===== src/rtl/tws_pkg.sv =====
/*
 tws_pkg: constants for the two-wire slave transmitter end block.
 Assumes a 10 MHz system clock and an AXI4-Lite master.
*/
package tws_pkg;
   // ------------------------------------------------------------
   // register map (byte addresses)
   // ------------------------------------------------------------
   localparam logic [7:0] OFS_CTRL     = 8'h00;
   localparam logic [7:0] OFS_STATUS   = 8'h04;
   localparam logic [7:0] OFS_OWN_ADDR = 8'h08;
   localparam logic [7:0] OFS_DATA     = 8'h0C;
   localparam logic [7:0] OFS_IRQ_STAT = 8'h10;
   localparam logic [7:0] OFS_IRQ_MASK = 8'h14;
   // control bit positions
   localparam int BIT_FLAG  = 7;
   localparam int BIT_ACKEN = 6;
   localparam int BIT_START = 5;
   localparam int BIT_STOP  = 4;
   localparam int BIT_WCOL  = 3;
   localparam int BIT_EN    = 2;
   // interrupt status bits
   localparam int IRQ_DONE = 0;
   localparam int IRQ_ERR  = 1;
   // reset values
   localparam logic [7:0] RST_REG8 = 8'h00;
   localparam logic [1:0] RST_IRQ  = 2'h0;
   // ------------------------------------------------------------
   // status codes and bus constants
   // ------------------------------------------------------------
   localparam logic [7:0] CODE_SLA_R   = 8'hA8;
   localparam logic [7:0] CODE_TX_ACK  = 8'hB8;
   localparam logic [7:0] CODE_TX_NACK = 8'hC0;
   localparam logic [7:0] CODE_LAST    = 8'hC8;
   localparam logic [7:0] CODE_GC      = 8'h70;
   localparam logic [7:0] CODE_NO_INFO = 8'hF8;
   localparam logic [7:0] CODE_BUS_ERR = 8'h00;
   localparam logic [7:0] CODE_START   = 8'h08;
   localparam logic [7:0] CODE_RSTART  = 8'h10;
   localparam logic [7:0] GC_ADDR      = 8'h00;
   localparam logic [1:0] RESP_OKAY    = 2'h0;
   localparam logic [1:0] RESP_SLVERR  = 2'h2;
   // ------------------------------------------------------------
   // timing
   // ------------------------------------------------------------
   localparam int SYS_CLK_KHZ   = 10000;
   localparam int START_HOLD_NS = 4000;
   localparam logic [6:0] HOLD_CYC  = 7'((START_HOLD_NS * SYS_CLK_KHZ + 999999) / 1000000);
   localparam logic [6:0] HOLD2_CYC = 7'(2 * HOLD_CYC);
   // engine states
   typedef enum logic [3:0] {
      ST_IDLE, ST_ADDR, ST_AACK, ST_TX, ST_TACK, ST_TWAIT, ST_ERR,
      ST_MSTART, ST_MOWN, ST_MRSTA, ST_MSTOP
   } tws_state_t;
endpackage : tws_pkg


===== src/rtl/tws_tx_end.sv =====
/*
 tws_tx_end: two-wire slave transmitter end states, bus error and
 repeated-start bus ownership, with AXI4-Lite registers.
 Assumes open-drain pins resolved outside; SCL well below CLK/16.
*/
// Local design decisions: the placing of the registers and the AXI4-Lite interface to the registers.
// Summary of operation
// - NACK after byte gives code C0
// - ACK after final byte gives C8
// - ack_enable 0 then ignore all addresses
// - ack_enable 1 then own address, gated general call
// - start_request then START once bus free
// - flag clear shows code F8
// - misplaced START/STOP is bus error, code 00
// - bus error sets job_done_flag
// - recovery goes idle, clears stop bit only
// - recovery releases lines, sends no STOP
// - repeated START keeps bus ownership
// - own address LSB enables general call
// - flag cleared only by writing one
// - flag set stretches SCL low, except in the bus error state
`timescale 1ns/1ns
module tws_tx_end
   import tws_pkg::*;
(
   // clock and reset
   input  wire logic        CLK_SYS_I,
   input  wire logic        RST_I,
   // axi4-lite write
   input  wire logic [7:0]  S_AXI_AWADDR_I,
   input  wire logic        S_AXI_AWVALID_I,
   output wire logic        S_AXI_AWREADY_O,
   input  wire logic [31:0] S_AXI_WDATA_I,
   input  wire logic [3:0]  S_AXI_WSTRB_I,
   input  wire logic        S_AXI_WVALID_I,
   output wire logic        S_AXI_WREADY_O,
   output wire logic [1:0]  S_AXI_BRESP_O,
   output wire logic        S_AXI_BVALID_O,
   input  wire logic        S_AXI_BREADY_I,
   // axi4-lite read
   input  wire logic [7:0]  S_AXI_ARADDR_I,
   input  wire logic        S_AXI_ARVALID_I,
   output wire logic        S_AXI_ARREADY_O,
   output wire logic [31:0] S_AXI_RDATA_O,
   output wire logic [1:0]  S_AXI_RRESP_O,
   output wire logic        S_AXI_RVALID_O,
   input  wire logic        S_AXI_RREADY_I,
   // two-wire pins
   input  wire logic        SCL_I,
   output wire logic        SCL_O,
   output wire logic        SCL_OE_O,
   input  wire logic        SDA_I,
   output wire logic        SDA_O,
   output wire logic        SDA_OE_O,
   // interrupt
   output wire logic        IRQ_O
);
   import tws_pkg::*;

   // ------------------------------------------------------------
   // declarations
   // ------------------------------------------------------------
   logic        aw_got, w_got, aw_rdy, w_rdy, b_vld, ar_rdy, r_vld, w_lane;
   logic [7:0]  aw_addr, w_data;
   logic [1:0]  b_resp, r_resp;
   logic [31:0] r_data;
   logic        scl_m, scl_s, scl_d, sda_m, sda_s, sda_d;
   logic        flag, ack_enable, start_request, stop_request, enable, wcol;
   logic [1:0]  psc, irq_stat, irq_mask;
   logic [7:0]  own_addr, data_reg, code, shreg;
   tws_state_t  state;
   logic [2:0]  cnt;
   logic [6:0]  tmr;
   logic        last_byte, gc_hit, sda_oe, mscl, scl_oe, master_own;
   logic        bus_busy, ev_done, ev_err, irq;

   // ------------------------------------------------------------
   // pin synchronisers and bus events
   // ------------------------------------------------------------
   // scl_m and sda_m feed only the second stage
   always_ff @(posedge CLK_SYS_I or posedge RST_I)
   begin
      if (RST_I)
      begin
         {scl_m, scl_s, scl_d} <= 3'h7;
         {sda_m, sda_s, sda_d} <= 3'h7;
      end
      else
      begin
         {scl_m, scl_s, scl_d} <= {SCL_I, scl_m, scl_s};
         {sda_m, sda_s, sda_d} <= {SDA_I, sda_m, sda_s};
      end
   end

   wire scl_rise  = scl_s & ~scl_d;
   wire scl_fall  = ~scl_s & scl_d;
   wire start_det = scl_s & scl_d & sda_d & ~sda_s;
   wire stop_det  = scl_s & scl_d & ~sda_d & sda_s;

   // ------------------------------------------------------------
   // axi4-lite slave
   // ------------------------------------------------------------
   wire aw_hs       = S_AXI_AWVALID_I & aw_rdy;
   wire w_hs        = S_AXI_WVALID_I & w_rdy;
   wire ar_hs       = S_AXI_ARVALID_I & ar_rdy;
   wire do_wr       = aw_got & w_got & ~b_vld;
   wire next_aw_got = (aw_got | aw_hs) & ~do_wr;
   wire next_w_got  = (w_got | w_hs) & ~do_wr;
   wire next_b_vld  = do_wr | (b_vld & ~S_AXI_BREADY_I);
   wire next_r_vld  = ar_hs | (r_vld & ~S_AXI_RREADY_I);

   // write decode; only byte lane 0 carries register bits
   wire wr_en     = do_wr & w_lane;
   wire wr_ctrl   = wr_en & (aw_addr == OFS_CTRL);
   wire wr_status = wr_en & (aw_addr == OFS_STATUS);
   wire wr_own    = wr_en & (aw_addr == OFS_OWN_ADDR);
   wire wr_data   = wr_en & (aw_addr == OFS_DATA);
   wire wr_istat  = wr_en & (aw_addr == OFS_IRQ_STAT);
   wire wr_imask  = wr_en & (aw_addr == OFS_IRQ_MASK);
   wire wr_hit    = (aw_addr == OFS_CTRL) | (aw_addr == OFS_STATUS) | (aw_addr == OFS_OWN_ADDR) |
                    (aw_addr == OFS_DATA) | (aw_addr == OFS_IRQ_STAT) | (aw_addr == OFS_IRQ_MASK);
   wire clr_wr    = wr_ctrl & w_data[BIT_FLAG];

   // read decode; status shows F8 whenever the flag is down
   // no-info code
   wire [7:0] status_view = flag ? code : CODE_NO_INFO;
   wire [7:0] ctrl_view   = {flag, ack_enable, start_request, stop_request, wcol, enable, 2'h0};
   wire       rd_hit      = (S_AXI_ARADDR_I == OFS_CTRL) | (S_AXI_ARADDR_I == OFS_STATUS) |
                            (S_AXI_ARADDR_I == OFS_OWN_ADDR) | (S_AXI_ARADDR_I == OFS_DATA) |
                            (S_AXI_ARADDR_I == OFS_IRQ_STAT) | (S_AXI_ARADDR_I == OFS_IRQ_MASK);
   wire [7:0] rd_val      = (S_AXI_ARADDR_I == OFS_CTRL)     ? ctrl_view :
                            (S_AXI_ARADDR_I == OFS_STATUS)   ? {status_view[7:3], 1'b0, psc} :
                            (S_AXI_ARADDR_I == OFS_OWN_ADDR) ? own_addr :
                            (S_AXI_ARADDR_I == OFS_DATA)     ? data_reg :
                            (S_AXI_ARADDR_I == OFS_IRQ_STAT) ? {6'h00, irq_stat} :
                            (S_AXI_ARADDR_I == OFS_IRQ_MASK) ? {6'h00, irq_mask} : 8'h00;

   // channel handshakes; one write and one read in flight
   always_ff @(posedge CLK_SYS_I or posedge RST_I)
   begin
      if (RST_I)
      begin
         {aw_got, w_got, aw_rdy, w_rdy, b_vld, ar_rdy, r_vld, w_lane} <= 8'h00;
         {aw_addr, w_data} <= 16'h0000;
         {b_resp, r_resp} <= 4'h0;
         r_data <= 32'h0000_0000;
      end
      else
      begin
         aw_got <= next_aw_got;
         w_got  <= next_w_got;
         b_vld  <= next_b_vld;
         r_vld  <= next_r_vld;
         aw_rdy <= ~next_aw_got & ~next_b_vld;
         w_rdy  <= ~next_w_got & ~next_b_vld;
         ar_rdy <= ~next_r_vld;
         if (aw_hs)
            aw_addr <= S_AXI_AWADDR_I;
         if (w_hs)
            {w_lane, w_data} <= {S_AXI_WSTRB_I[0], S_AXI_WDATA_I[7:0]};
         if (do_wr)
            b_resp <= wr_hit ? RESP_OKAY : RESP_SLVERR;
         if (ar_hs)
         begin
            r_data <= {24'h00_0000, rd_val};
            r_resp <= rd_hit ? RESP_OKAY : RESP_SLVERR;
         end
      end
   end

   // ------------------------------------------------------------
   // software registers
   // ------------------------------------------------------------
   // data writes are refused while the engine owns the byte
   always_ff @(posedge CLK_SYS_I or posedge RST_I)
   begin
      if (RST_I)
      begin
         {ack_enable, start_request, enable, wcol} <= 4'h0;
         {own_addr, data_reg} <= {RST_REG8, RST_REG8};
         {psc, irq_stat, irq_mask} <= {RST_IRQ, RST_IRQ, RST_IRQ};
      end
      else
      begin
         if (wr_ctrl)
            {ack_enable, start_request, enable} <= {w_data[BIT_ACKEN], w_data[BIT_START], w_data[BIT_EN]};
         if (wr_status)
            psc <= w_data[1:0];
         if (wr_own)
            own_addr <= w_data;
         if (wr_data)
            wcol <= ~flag;
         if (wr_data & flag)
            data_reg <= w_data;
         if (wr_imask)
            irq_mask <= w_data[1:0];
         // new events win over a write-one clear
         irq_stat <= (irq_stat & ~(wr_istat ? w_data[1:0] : 2'h0)) | {ev_err, ev_done};
      end
   end

   // ------------------------------------------------------------
   // serial engine
   // ------------------------------------------------------------
   wire [7:0] addr_byte = {shreg[6:0], sda_s};
   wire own_match = ack_enable & (addr_byte[7:1] == own_addr[7:1]) & addr_byte[0];
   wire gc_match  = ack_enable & own_addr[0] & (addr_byte == GC_ADDR);
   wire in_frame  = ((state == ST_ADDR) & (cnt != 3'h0)) | (state == ST_AACK) |
                    (state == ST_TX) | (state == ST_TACK);
   wire bus_err   = (start_det | stop_det) & in_frame;
   wire tx_over   = gc_hit | (code == CODE_TX_NACK) | (code == CODE_LAST);

   always_ff @(posedge CLK_SYS_I or posedge RST_I)
   begin
      if (RST_I)
      begin
         state <= ST_IDLE;
         {cnt, tmr, shreg, code} <= 26'h000_0000;
         {flag, stop_request, last_byte, gc_hit, sda_oe, mscl} <= 6'h00;
         {master_own, bus_busy, ev_done, ev_err} <= 4'h0;
      end
      else
      begin
         ev_done <= 1'b0;
         ev_err  <= 1'b0;
         if (clr_wr)
            flag <= 1'b0;
         if (wr_ctrl)
            stop_request <= w_data[BIT_STOP];
         if (start_det)
            bus_busy <= 1'b1;
         else if (stop_det)
            bus_busy <= 1'b0;
         if (!enable)
         begin
            state      <= ST_IDLE;
            sda_oe     <= 1'b0;
            mscl       <= 1'b0;
            master_own <= 1'b0;
         end
         else if (bus_err)
         begin
            state  <= ST_ERR;
            sda_oe <= 1'b0;
            flag   <= 1'b1;
            code   <= CODE_BUS_ERR;
            ev_err <= 1'b1;
         end
         else
         begin
            unique case (state)
               ST_IDLE:
               begin
                  sda_oe <= 1'b0;
                  if (start_det)
                     {state, cnt} <= {ST_ADDR, 3'h0};
                  else if (start_request & ~flag & ~bus_busy)
                     {state, tmr, sda_oe} <= {ST_MSTART, 7'h00, 1'b1};
               end
               ST_ADDR:
               begin
                  if (start_det)
                     cnt <= 3'h0;
                  else if (stop_det)
                     state <= ST_IDLE;
                  else if (scl_rise)
                  begin
                     shreg  <= addr_byte;
                     cnt    <= cnt + 3'h1;
                     gc_hit <= gc_match;
                     if (cnt == 3'h7)
                        state <= (own_match | gc_match) ? ST_AACK : ST_IDLE;
                  end
               end
               ST_AACK:
                  if (scl_fall)
                  begin
                     cnt    <= 3'h1;
                     sda_oe <= (cnt == 3'h0);
                     if (cnt != 3'h0)
                     begin
                        {flag, ev_done, state} <= {2'h3, ST_TWAIT};
                        code <= gc_hit ? CODE_GC : CODE_SLA_R;
                     end
                  end
               ST_TX:
                  if (scl_fall)
                  begin
                     if (cnt == 3'h7)
                        {sda_oe, state} <= {1'b0, ST_TACK};
                     else
                     begin
                        cnt    <= cnt + 3'h1;
                        shreg  <= {shreg[6:0], 1'b0};
                        sda_oe <= ~shreg[6];
                     end
                  end
               ST_TACK:
                  if (scl_rise)
                  begin
                     {flag, ev_done, state} <= {2'h3, ST_TWAIT};
                     code <= sda_s ? CODE_TX_NACK : (last_byte ? CODE_LAST : CODE_TX_ACK);
                  end
               ST_TWAIT:
                  if (start_det)
                     {state, cnt} <= {ST_ADDR, 3'h0};
                  else if (stop_det)
                     state <= ST_IDLE;
                  else if (!flag & !scl_s)
                  begin
                     if (tx_over)
                        state <= ST_IDLE;
                     else
                     begin
                        {shreg, cnt, state} <= {data_reg, 3'h0, ST_TX};
                        last_byte <= ~ack_enable;
                        sda_oe    <= ~data_reg[7];
                     end
                  end
               ST_ERR:
               begin
                  {sda_oe, mscl, master_own} <= 3'h0;
                  if (!flag)
                     {state, stop_request} <= {ST_IDLE, 1'b0};
               end
               ST_MSTART:
               begin
                  tmr <= tmr + 7'h01;
                  if (tmr == HOLD_CYC)
                  begin
                     {mscl, flag, ev_done, master_own, state} <= {4'hF, ST_MOWN};
                     code <= master_own ? CODE_RSTART : CODE_START;
                  end
               end
               ST_MOWN:
                  if (!flag)
                  begin
                     tmr <= 7'h00;
                     if (stop_request)
                        {state, sda_oe} <= {ST_MSTOP, 1'b1};
                     else if (start_request)
                        {state, sda_oe} <= {ST_MRSTA, 1'b0};
                  end
               ST_MRSTA:
               begin
                  tmr <= tmr + 7'h01;
                  if (tmr == HOLD_CYC)
                     mscl <= 1'b0;
                  if (tmr == HOLD2_CYC)
                     {state, tmr, sda_oe} <= {ST_MSTART, 7'h00, 1'b1};
               end
               ST_MSTOP:
               begin
                  tmr <= tmr + 7'h01;
                  if (tmr == HOLD_CYC)
                     mscl <= 1'b0;
                  if (tmr == HOLD2_CYC)
                     {sda_oe, stop_request, master_own, state} <= {3'h0, ST_IDLE};
               end
            endcase
         end
      end
   end

   // ------------------------------------------------------------
   // clock stretch and interrupt outputs
   // ------------------------------------------------------------
   // stretch while flagged outside ST_ERR; waits for scl low to avoid a glitch
   always_ff @(posedge CLK_SYS_I or posedge RST_I)
   begin
      if (RST_I)
         {scl_oe, irq} <= 2'h0;
      else
      begin
         scl_oe <= mscl | (enable & flag & (state != ST_ERR) & (scl_oe | ~scl_s));
         irq    <= |(irq_stat & irq_mask);
      end
   end

   assign S_AXI_AWREADY_O = aw_rdy;
   assign S_AXI_WREADY_O  = w_rdy;
   assign S_AXI_BRESP_O   = b_resp;
   assign S_AXI_BVALID_O  = b_vld;
   assign S_AXI_ARREADY_O = ar_rdy;
   assign S_AXI_RDATA_O   = r_data;
   assign S_AXI_RRESP_O   = r_resp;
   assign S_AXI_RVALID_O  = r_vld;
   assign SCL_O           = 1'b0;
   assign SCL_OE_O        = scl_oe;
   assign SDA_O           = 1'b0;
   assign SDA_OE_O        = sda_oe;
   assign IRQ_O           = irq;

   // ------------------------------------------------------------
   // assertions
   // ------------------------------------------------------------
   // nack gives C0
   nack_code_a : assert property (
      @(posedge CLK_SYS_I) disable iff (RST_I)
      (enable && !bus_err && state == ST_TACK && scl_rise && sda_s) |=> (flag && code == CODE_TX_NACK))
      else $error("nack after byte not reported as C0");
   final_ack_a : assert property (
      @(posedge CLK_SYS_I) disable iff (RST_I)
      (enable && !bus_err && state == ST_TACK && scl_rise && !sda_s && last_byte) |=> (code == CODE_LAST))
      else $error("ack after final byte not reported as C8");
   ignore_addr_a : assert property (
      @(posedge CLK_SYS_I) disable iff (RST_I)
      (enable && !bus_err && state == ST_ADDR && scl_rise && cnt == 3'h7 && !ack_enable) |=> state == ST_IDLE)
      else $error("address answered while ack_enable low");
   no_info_a : assert property (
      @(posedge CLK_SYS_I) disable iff (RST_I)
      (ar_hs && S_AXI_ARADDR_I == OFS_STATUS && !flag) |=> (S_AXI_RDATA_O[7:3] == CODE_NO_INFO[7:3]))
      else $error("status not F8 with flag low");
   bus_err_a : assert property (
      @(posedge CLK_SYS_I) disable iff (RST_I)
      (enable && bus_err) |=> (flag && code == CODE_BUS_ERR && state == ST_ERR) [*2])
      else $error("bus error not flagged with code 00");
   err_release_a : assert property (
      @(posedge CLK_SYS_I) disable iff (RST_I)
      (state == ST_ERR && $past(state) == ST_ERR) |-> (!SDA_OE_O && !mscl))
      else $error("lines driven during bus error");
   recover_a : assert property (
      @(posedge CLK_SYS_I) disable iff (RST_I)
      (enable && state == ST_ERR && !flag && !wr_ctrl) |=> (state == ST_IDLE && !stop_request))
      else $error("bus error recovery incomplete");
   stretch_a : assert property (
      @(posedge CLK_SYS_I) disable iff (RST_I)
      (enable && flag && !clr_wr && state == ST_TWAIT && !scl_s) |=> SCL_OE_O)
      else $error("scl not held low while flag set");
   flag_hold_a : assert property (
      @(posedge CLK_SYS_I) disable iff (RST_I)
      (flag && !clr_wr) |=> flag)
      else $error("flag cleared without software write");

endmodule : tws_tx_end


===== config.mk =====
export PLATFORM = sky130hd
export DESIGN_NAME = tws_tx_end
export DESIGN_NICKNAME = d
export VERILOG_FILES = /design/src/rtl/tws_pkg.sv /design/src/rtl/tws_tx_end.sv
export SDC_FILE = /design/constraint.sdc
export NUM_CORES = 1
export LEC_CHECK = 0
export BUFFER_PORTS_ARGS = -buffer_cell sky130_fd_sc_hd__buf_2
export CAP_MARGIN = 10
export CELL_PAD_IN_SITES_DETAIL_PLACEMENT = 1
export CELL_PAD_IN_SITES_GLOBAL_PLACEMENT = 1
export CORE_ASPECT_RATIO = 0.6
export CORE_MARGIN = 1.5
export CORE_UTILIZATION = 31
export CTS_CLUSTER_SIZE = 8
export DETAILED_ROUTE_END_ITERATION = 10
export HOLD_SLACK_MARGIN = 0.03
export PLACE_DENSITY_LB_ADDON = 0.1
export SYNTH_ARGS = -nofsm -noshare
export SYNTH_HDL_FRONTEND = slang
export SYNTH_SLANG_ARGS = --single-unit

===== constraint.sdc =====
create_clock -name CLK_SYS_I -period 8.61 [get_ports CLK_SYS_I]
set_clock_uncertainty 0.15 [all_clocks]
set_input_delay 1.2915 -clock CLK_SYS_I [delete_from_list [all_inputs] [get_ports CLK_SYS_I]]
set_output_delay 1.2915 -clock CLK_SYS_I [all_outputs]
set_load 0.01 [all_outputs]

==> results of run 1 <==
## worst paths after layout
path / from / to / slack (ns) / depth (start not counted)
worst max register to register: scl_s$_DFF_PP1_ / state[3]$_DFFE_PP0P_ / 5.60 / 6
worst min register to register: sda_m$_DFF_PP1_ / sda_s$_DFF_PP1_ / 0.21 / 0
worst min-delay path: sda_m$_DFF_PP1_ / sda_s$_DFF_PP1_ / 0.21 / 0
worst max-delay path: scl_s$_DFF_PP1_ / state[3]$_DFFE_PP0P_ / 5.60 / 6
max in group asynchronous: RST_I / S_AXI_RRESP_O[1]$_DFFE_PP0P_ / 6.22 / 3
min in group asynchronous: RST_I / cnt[2]$_DFFE_PP0P_ / 0.75 / 2
## cell type report
cell class | instances | area (sq um)
clock buffer | 9 | 225.2
clock inverter | 7 | 90.09
fill | 2118 | 11770
inverter | 20 | 77.57
multi-input combinational | 432 | 2975
sequential | 104 | 2610
tap | 240 | 300.3
timing repair buffer | 57 | 300.3
## layer usage
metal,vias up,share of wire,wire [um],track usage
li1,2126,-,-,-
met4,0,0.0078,136,0.03929
met5,-,0,0,0.007500
met1,2279,0.56,9763,0.2997
met3,7,0.061,1074,0.04372
met2,131,0.37,6500,0.2363
## Yosys cell counts (4+ instances only)
cell	count
dfrtp_1	98
nand2_1	65
mux2_2	45
a21oi_1	41
buf_4	31
nor2_1	31
o21ai_0	21
inv_1	19
nor2b_1	18
clkbuf_1	14
nand3_1	14
mux2i_1	12
o21ai_1	10
a22o_1	9
mux2_4	9
buf_2	7
nand2b_1	7
o31ai_1	7
dfstp_2	6
xnor2_1	6
a211oi_1	5
a31oi_1	5
ha_1	5
nand3b_1	5
nand4_1	5
nor3b_1	5
o22ai_1	5
and2_1	4
## stage by stage
stage               cell area [sq um]  setup slack (ns)  total power, mW  utilization  cells
global placement                 6264             5.329           0.9015       0.3413    853
detailed placement               6264             5.288           0.9095       0.3413    853
global route                     6579             5.473            1.417       0.3585    869
finish                           6579             5.602            1.341       0.3585    869
CTS                              6579             5.626            1.357       0.3585    869
floorplan                        6005             4.446           0.8265            -    612
## logic make-up (layout without fill, tap and decap cells)
kind of cell	after synthesis	after routing	share of synthesized area
muxes	66	66	0.1291
DFF	104	104	0.4421
AOI/OAI and AO/OA	139	139	0.1655
adders and majority gates	5	5	0.01060
buffers and inverters	76	93	0.07100
and+or+nand+nor	186	186	0.1691
other	1	28	0.0006353
xor gates and xnor gates	8	8	0.01187
## worst register-to-register path, cell delays in order, from the launching register on
cell and delay (ns):
dfstp_2 0.70, inv_1 0.15, or3_4 0.47, nor3_2 0.59, nor2b_2 0.16, a32oi_4 0.35
mux2_4 0.33
## power breakdown
part	internal [mW]	switching, mW
Sequential	0.560	0.0799
Combinational	0.115	0.147
Clock	0.232	0.208
Total	0.906	0.435
## placed cells by master, fill, tap and decap left out, types with 6 or more instances in the layout
cell       synthesis  final
mux2_2            45     45
inv_1             19     18
o21ai_1           10     10
clkbuf_16          0      9
nand2_1           65     65
nor2_1            31     31
buf_4             31      6
nand3_1           14     14
o21ai_0           21     21
xnor2_1            6      6
a21oi_1           41     41
dfrtp_1           98     98
a22o_1             9      9
conb_1             1     28
nor2b_1           18     18
o31ai_1            7      7
dfstp_2            6      6
mux2_4             9      9
mux2i_1           12     12
buf_2              7     51
nand2b_1           7      7
==> summary.md, run 1 <==
| Metric | Value |
|---|---|
| Routed Antenna Nets | `0` |
| TNS Setup | `0 ns` |
| Worst path bufs/invs | `1` |
| Die W | `between 150 and 200 um` |
| Post-CTS Setup Inserts | `0` |
| GRT overflow | `0` |
| Max incr delay on CP | `about 0.70 ns` |
| CP required | `about 8.7 ns` |
| Layout net count | `690` |
| First-pass GRT wire length | `27.54 mm` |
| Synth-to-Final Area Change | `11.45%` |
| Worst hold margin | `around 0.21 ns` |
| Crit path time final | `around 3.0 ns` |
| Setup CP Type | `reg2reg` |
| Rel. slew slack | `0.3196` |
| Vias | `approximately 4,500` |
| HP Class | `reg2reg` |
| IO Count | `roughly 110` |
| Slowest CP cell | `dfstp_2` |
| Status | `completed` |
| Clock root buffer | `clkbuf_16` |
| Number of global-route vias before repair | `roughly 4,500` |
| Initial Utilization | `0.3217` |
| Endpoints failing setup | `0` |
| Max_cap viols | `0` |
| Initial DRC count | `between 300 and 400` |
| Primary FF master, synth | `dfrtp_1` |
| Warnings, synthesis | `0` |
| Total track usage | `0.1849` |
| Worst setup EP type | `register` |
| Clk pin slew, worst setup/hold paths | `about 0.080 ns` |
| Post-synthesis sequential area ratio | `0.4421` |
| Max Root-Sink Buffers | `2` |
| Synthesized area | `~6000 sq um` |
| Fmax | `332.4 MHz` |
| Slew Limit Fails | `0` |
| Worst-Margin Slew | `slightly above 1 ns` |
| P_leak | `between 2 and 3 nW` |
| Number of detailed-route iterations in the first pass | `4` |
| Largest cells by area after synthesis | `dfrtp_1 (42%), mux2_2 (8.6%), nand2_1 (4.1%), buf_4 (3.9%), a21oi_1 (3.5%)` |
| Final hold violation count | `0` |
| CTS buffer count | `9` |
| Cts hold-fix bufs | `0` |
| Skew-Pair Late Insertion Delay | `0.36 ns` |
| Core area | `between 15,000 and 20,000 sq um` |
| Worst EP arrival | `around 3.1 ns` |
| Placement row count | `38` |
| Crit share post-route | `0.3494` |
| Clock sinks | `104` |
| CP startpoint kind | `register` |
| Largest area contributor in the netlist | `dfrtp_1` |
| DRT Wirelength | `roughly 17 mm` |
| Critical path fanouts, max | `12` |
| Synth top area share | `0.4154` |
| Mean area per synthesized cell | `about 10 sq um` |
| Critical path, cell by cell | `inv_1 > or3_4 > nor3_2 > nor2b_2 > a32oi_4 > mux2_4` |
| DRC viols | `0` |
| Synth Instances | `between 500 and 600` |
| DIE AREA | `roughly 20,000 sq um` |
| H-tree depth | `3` |
| PwrDens | `between 200 and 250 nW/um^2` |
| Post-CTS Resized | `0` |
| Post-DP HPWL | `around 13 mm` |
| Initial antenna violation count | `0` |
| Max VDD drop | `between 0.00009 and 0.0001 V` |
| Die H | `roughly 110 um` |
| Antenna diode count | `0` |
| CTS tree | `done` |
| Largest net degree at the start of global routing | `slightly below 80` |
| Per-cell routed wire length | `slightly above 20 um` |
| Share of layout cells above drive strength 1 | `0.2464` |
| Post-synth ARST share | `1.000` |
| Placer Congestion | `0.8518` |
| Yosys reg bits | `104` |
| Crit path max-delay family | `simple AND/OR/NAND/NOR gates` |
| RSZ-0062 raised after global routing | `false` |
| IO buf count | `51` |
| Drt via density | `approximately 5.2` |
| Netlist cell types | `82` |
| EDFF count, synth | `0` |
Power figures use the tool's default switching activity.
==> run 2, diff against run 1 <==
==> constraint.sdc (replaced) <==
create_clock -name CLK_SYS_I -period 2.72 [get_ports CLK_SYS_I]
set_clock_uncertainty 0.15 [all_clocks]
set_input_delay 0.408 -clock CLK_SYS_I [delete_from_list [all_inputs] [get_ports CLK_SYS_I]]
set_output_delay 0.408 -clock CLK_SYS_I [all_outputs]
set_load 0.01 [all_outputs]
==> run 2 against run 1 <==
- non-clock buffer count is 66 higher
- first-iteration DRC count grew 4.7%
- worst hold slack got worse by 0.090 ns
- clock-buffer cell count up 2
- core utilization increased by 3.3 points
- power rose to 3.3 times the previous value
- register-to-register slack got worse by 5.6 ns
- largest cell class unchanged
==> summary.md, run 2 (synthesis gave the netlist of run 1 again) <==
| Metric | Value |
|---|---|
| Status | `completed` |
| Per-cell routed wire length | `20.33 um (+1.1%)` |
| IO Count | `107 (unchanged)` |
| PwrDens | `613.8 nW/um^2 (+200%)` |
| Layout net count | `756 (+9.6%)` |
| Number of global-route vias before repair | `4,916 (+8.4%)` |
| Max_cap viols | `0 (unchanged)` |
| Die H | `109.9 um (unchanged)` |
| Largest net degree at the start of global routing | `43 (-46%)` |
| GRT overflow | `0 (unchanged)` |
| Fillers | `2,066 (-2.5%)` |
| Routed Antenna Nets | `0 (unchanged)` |
| Endpoints failing setup | `0 (unchanged)` |
| Total power | `4.405 mW (+230%)` |
| Core area | `18,350 sq um (unchanged)` |
| Post-DP HPWL | `14.53 mm (+12%)` |
| Worst setup EP type | `register` |
| Number of detailed-route iterations in the first pass | `4 (unchanged)` |
| Synth-to-Final Area Change | `21.58%` |
| Post-DP Area | `6798 sq um (+8.5%)` |
| WHS Endpoint | `S_AXI_RVALID_O$_DFF_PP0_` |
| Vias | `4,859 (+7.0%)` |
| H-tree depth | `3 (unchanged)` |
| R2R Setup Slk | `0.02 ns (-5.58 ns)` |
| Final hold violation count | `0 (unchanged)` |
| R2R depth | `8 (+2)` |
| Clk pin slew, worst setup/hold paths | `0.08 ns (about the same)` |
| RSZ-0062 raised after global routing | `false` |
| Slew Limit Fails | `0 (unchanged)` |
| DRT Wirelength | `19.01 mm (+8.8%)` |
| Hold_sp | `S_AXI_RREADY_I` |
| CP required | `2.81 ns (-5.90 ns)` |
| Setup CP Type | `reg2reg` |
| Fin area | `7177 sq um (+9.1%)` |
| Share of layout cells above drive strength 1 | `0.3194 (+0.07300)` |
| Initial antenna violation count | `0 (unchanged)` |
| Max VDD drop | `0.0003513 V (+270%)` |
| FF-to-FF End | `state[1]$_DFFE_PP0P_` |
| IO buf count | `51 (unchanged)` |
| Total track usage | `0.1999 (+0.01503)` |
| Non-Filler Instances | `935 (+7.6%)` |
| Worst EP arrival | `2.79 ns (-0.32 ns)` |
| CP startpoint kind | `register` |
| Drt via density | `5.197 (-0.59%)` |
| Most frequent cells in the layout | `dfrtp_1 (97), nand2_1 (65), buf_4 (63)` |
| Crit share post-route | `0.9936 (+0.6442)` |
| Worst Hold Path Cells | `2 (+2)` |
| DRC viols | `0 (unchanged)` |
| Clock sinks | `104 (unchanged)` |
| Placement row count | `38 (unchanged)` |
| HP Class | `in2reg` |
| Worst reg2reg startpoint | `scl_d$_DFF_PP1_` |
| Commonest non-fill, non-tap cell in the layout | `dfrtp_1` |
| Initial Utilization | `0.3217 (unchanged)` |
| Max Root-Sink Buffers | `2 (unchanged)` |
| First-pass GRT wire length | `29.61 mm (+7.5%)` |
| TNS Setup | `0 ns (unchanged)` |
| Placer Congestion | `0.9099 (+6.8%)` |
| Placed insts | `914 (+7.2%)` |
| Initial DRC count | `353 (+4.7%)` |
| Die W | `181.2 um (unchanged)` |
| CTS buffer count | `9 (unchanged)` |
| Antenna diode count | `0 (unchanged)` |
| DIE AREA | `19,910 sq um (unchanged)` |
| Fmax | `370.0 MHz (+11%)` |
| Skew-Pair Late Insertion Delay | `0.36 ns (about the same)` |
| Worst hold margin | `0.1185 ns (-0.08973 ns)` |
| Crit path time final | `2.702 ns (-0.3056 ns)` |
| Rel. slew slack | `0.4907 (+0.1711)` |
| Critical path fanouts, max | `8 (-4)` |
| Worst-Margin Slew | `0.7540 ns (-0.2666 ns)` |
| P_leak | `3.307 nW (+12%)` |
| CTS tree | `done` |
| Clock root buffer | `clkbuf_16` |
==> run 2: changes by cell type in the layout (fill, tap and decap cells not counted), sizes merged <==
cell	delta
buf	+63
clkbuf	+2
clkinv	-1
dlygate4sd3	+3
inv	-1
==> run 2: how the worst max path moves through the flow <==
stage | from | slack, ns | endpoint
2_1_floorplan | cnt[0]$_DFFE_PP0P_ | 0.23 | shreg[0]$_DFFE_PP0P_
3_3_place_gp | scl_d$_DFF_PP1_ | 0.06 | state[2]$_DFFE_PP0P_
3_5_place_dp | scl_d$_DFF_PP1_ | -0.06 | state[0]$_DFFE_PP0P_
4_1_cts | state[3]$_DFFE_PP0P_ | 0.04 | state[0]$_DFFE_PP0P_
5_1_grt | scl_d$_DFF_PP1_ | 0.02 | tmr[0]$_DFFE_PP0P_
6_report | scl_d$_DFF_PP1_ | 0.02 | state[1]$_DFFE_PP0P_
==> run 2: what timing repair did <==
| action | 4_1_cts | 5_1_grt |
|---|---|---|
| gates resized for setup | 2 | 5 |
| hold buffers | 3 | 0 |
| endpoints found under the hold margin | 20 | 0 |
| pin swaps | 0 | 3 |
| buffers inserted | 0 | 2 |
| setup endpoints to repair | 6 | 6 |
==> run 2: critical path: stages, from the launching register on <==
cell     delay (ns)
dfstp_2        0.64
inv_1          0.09
or3_4          0.43
buf_4          0.18
nand3_1        0.07
nand2_1        0.06
o41ai_1        0.68
buf_4          0.22
mux2i_1        0.06
==> run 2: layout make-up <==
| class | count | area (sq um) | share of cell area |
|---|---|---|---|
| multi-input combinational | 432 | 3003 | 0.4184 |
| sequential | 104 | 2611 | 0.3638 |
| timing repair buffer | 123 | 878.3 | 0.1224 |
| tap | 240 | 300.3 | 0.04184 |
| clock buffer | 11 | 242.7 | 0.03382 |
| inverter | 20 | 78.83 | 0.01098 |
| clock inverter | 5 | 62.56 | 0.008717 |
==> run 2: routing by layer <==
metal	up-vias	wire length [um]	GRT usage
met5	-	0	0
met4	0	175	0.03869
met3	12	1015	0.04670
met2	135	7142	0.2588
met1	2442	10680	0.3240
li1	2270	-	-
==> run 2: metrics by stage <==
step                utilization  setup slack [ns]
finish                   0.3911           0.01752
detailed placement       0.3704          -0.05580
global route             0.3911           0.01590
floorplan                     -            0.2282
CTS                      0.3893           0.04303
global placement         0.3704           0.06407
==> run 2: power breakdown <==
| part | internal, mW | switching [mW] | total, mW |
|---|---|---|---|
| registers | 1.77 | 0.244 | 2.02 |
| clock network | 0.749 | 0.638 | 1.39 |
| logic | 0.465 | 0.536 | 1.00 |
==> run 3, diff against run 2 <==
--- a/config.mk
+++ b/config.mk
@@ -16,6 +16,7 @@
 export DETAILED_ROUTE_END_ITERATION = 10
 export HOLD_SLACK_MARGIN = 0.03
 export PLACE_DENSITY_LB_ADDON = 0.1
+export RECOVER_POWER = 25
 export SYNTH_ARGS = -nofsm -noshare
 export SYNTH_HDL_FRONTEND = slang
 export SYNTH_SLANG_ARGS = --single-unit
==> constraint.sdc (replaced) <==
create_clock -name CLK_SYS_I -period 3.1 [get_ports CLK_SYS_I]
set_clock_uncertainty 0.15 [all_clocks]
set_input_delay 0.465 -clock CLK_SYS_I [delete_from_list [all_inputs] [get_ports CLK_SYS_I]]
set_output_delay 0.465 -clock CLK_SYS_I [all_outputs]
set_load 0.01 [all_outputs]
==> run 3 against run 2 <==
- clock power is 17% lower
- sequential share of layout area is 1.8 points higher
- non-clock buffer count decreased by 32
- cell count fell by 3.4%
- largest cell class unchanged
==> summary.md, run 3 (synthesis gave the netlist of run 1 again) <==
| Metric | Value |
|---|---|
| First-pass GRT wire length | `28.85 mm (-2.6%)` |
| Most frequent cells in the layout | `dfrtp_1 (98), nand2_1 (65), mux2_2 (45)` |
| Die W | `181.2 um (unchanged)` |
| Status | `completed` |
| Setup CP Type | `reg2reg` |
| Antenna diode count | `0 (unchanged)` |
| Max VDD drop | `0.0002738 V (-22%)` |
| IO buf count | `51 (unchanged)` |
| Drt via density | `5.200 (about the same)` |
| DIE AREA | `19,910 sq um (unchanged)` |
| Reg area | `2610 sq um (about the same)` |
| Core area | `18,350 sq um (unchanged)` |
| Per-cell routed wire length | `20.60 um (+1.3%)` |
| Total track usage | `0.1939 (-0.006072)` |
| Final core utilization | `0.3724 (-0.01868)` |
| Fin area | `6834 sq um (-4.8%)` |
| Clk pin slew, worst setup/hold paths | `0.08 ns (about the same)` |
| Final hold violation count | `0 (unchanged)` |
| Synth-to-Final Area Change | `15.77%` |
| CP startpoint kind | `register` |
| Routed Antenna Nets | `0 (unchanged)` |
| Cell-internal power | `2.483 mW (-17%)` |
| Worst EP arrival | `2.97 ns (+0.18 ns)` |
| DRC viols | `0 (unchanged)` |
| CTS tree | `done` |
| Largest net degree at the start of global routing | `90 (+110%)` |
| Fmax | `346.2 MHz (-6.4%)` |
| HP Class | `in2reg` |
| Initial Utilization | `0.3217 (unchanged)` |
| Worst setup EP type | `register` |
| Initial DRC count | `403 (+14%)` |
| Crit path time final | `2.889 ns (+0.1861 ns)` |
| Share of layout cells above drive strength 1 | `0.2700 (-0.04944)` |
| IO Count | `107 (unchanged)` |
| DRT Wirelength | `18.60 mm (-2.2%)` |
| Layout net count | `724 (-4.2%)` |
| Vias | `4,696 (-3.4%)` |
| Endpoints failing setup | `0 (unchanged)` |
| H-tree depth | `3 (unchanged)` |
| Commonest non-fill, non-tap cell in the layout | `dfrtp_1` |
| Placement row count | `38 (unchanged)` |
| Slew Limit Fails | `0 (unchanged)` |
| GRT overflow | `0 (unchanged)` |
| Clock sinks | `104 (unchanged)` |
| Number of global-route vias before repair | `4,785 (-2.7%)` |
| Placer Congestion | `0.9039 (-0.66%)` |
| Crit share post-route | `0.9318 (-0.06175)` |
| Clock power frac | `0.309 (-0.006)` |
| P_leak | `3.102 nW (-6.2%)` |
| Switching Share | `0.3339 (+0.01192)` |
| Post-CTS Setup Inserts | `0 (unchanged)` |
| Max Root-Sink Buffers | `2 (unchanged)` |
| Rel. slew slack | `0.4371 (-0.05358)` |
| Post-DP HPWL | `14.32 mm (-1.4%)` |
| Number of detailed-route iterations in the first pass | `4 (unchanged)` |
| Total power | `3.729 mW (-15%)` |
| PwrDens | `545.6 nW/um^2 (-11%)` |
| TNS Setup | `0 ns (unchanged)` |
| Die H | `109.9 um (unchanged)` |
| NetSw | `1.245 mW (-12%)` |
| Seq pwr share | `0.477 (+0.019)` |
| RSZ-0062 raised after global routing | `false` |
| CP required | `3.18 ns (+0.37 ns)` |
| Skew-Pair Late Insertion Delay | `0.35 ns (about the same)` |
| Fillers | `2,090 (+1.2%)` |
| Clock root buffer | `clkbuf_16` |
| Multi-input gate area in the final layout | `2975 sq um (-0.92%)` |
| Gate power share | `0.214 (-0.013)` |
| Worst-Margin Slew | `0.8397 ns (+0.08562 ns)` |
| Critical path fanouts, max | `12 (+4)` |
| CTS buffer count | `9 (unchanged)` |
| Max_cap viols | `0 (unchanged)` |
| Initial antenna violation count | `0 (unchanged)` |
| Post-DP Area | `6550 sq um (-3.6%)` |
==> run 3: cell count changes in the layout (fill, tap and decap cells not counted), sizes merged <==
cell	previous run	this run
inv	21	24
clkinvlp	2	1
bufinv	1	0
dlygate4sd3	3	1
buf	120	82
clkbuf	11	18
==> run 3: area by class of cell <==
type                            count  share of cell area
Multi-Input combinational cell    432              0.4354
Sequential cell                   104              0.3819
Timing Repair Buffer               91             0.08568
Tap cell                          240             0.04394
Clock buffer                       10             0.03350
Inverter                           20             0.01117
Clock inverter                      6            0.008422
==> run 3: power by group through the flow <==
stage	clock network [mW]	registers [mW]	logic (mW)
2_1_floorplan	0	1.70	0.594
3_3_place_gp	0	1.79	0.776
3_5_place_dp	0	1.80	0.798
4_1_cts	1.19	1.77	0.802
5_1_grt	1.24	1.81	0.873
6_report	1.15	1.78	0.799
==> run 3: path summary, 6_finish.rpt <==
check                      depth (start not counted)              endpoint  slack, ns       startpoint
max                                                7  shreg[4]$_DFFE_PP0P_       0.21  scl_s$_DFF_PP1_
max reg2reg                                        7  shreg[4]$_DFFE_PP0P_       0.21  scl_s$_DFF_PP1_
min                                                1       sda_m$_DFF_PP1_       0.06            SDA_I
min in group asynchronous                          3    cnt[1]$_DFFE_PP0P_       0.62            RST_I
min reg2reg                                        0       scl_s$_DFF_PP1_       0.20  scl_m$_DFF_PP1_
max in group asynchronous                          4  state[0]$_DFFE_PP0P_       1.24            RST_I
==> run 3: stage by stage <==
stage / std cells / hold slack (ns) / setup slack [ns]
finish: 903 / 0.06071 / 0.2114
global route: 903 / 0.05064 / 0.09522
CTS: 903 / 0.04722 / 0.2223
detailed placement: 886 / 0.1984 / 0.2686
global placement: 886 / 0.1987 / 0.3014
floorplan: 612 / 0.1952 / 0.6082
==> run 3: metal layers <==
metal | track usage | vias up | part of all wire
li1 | - | 2186 | -
met5 | 0 | - | 0
met1 | 0.3270 | 2383 | 0.55
met4 | 0.03036 | 0 | 0.0022
met2 | 0.2437 | 123 | 0.38
met3 | 0.03743 | 4 | 0.068
==> run 3: timing repair <==
item                                    4_1_cts  5_1_grt
hold endpoints to repair                     13        0
endpoints found under the setup margin        0        0
hold buffers                                  1        0
gates resized for setup                       0        0
==> run 3: critical path: stages (launching register included) <==
cell and delay (ns):
dfstp_2 0.65, inv_1 0.15, or3_4 0.48, o31ai_4 0.54, a221o_2 0.28, nor3_4 0.07, buf_12 0.15, mux2_4 0.30
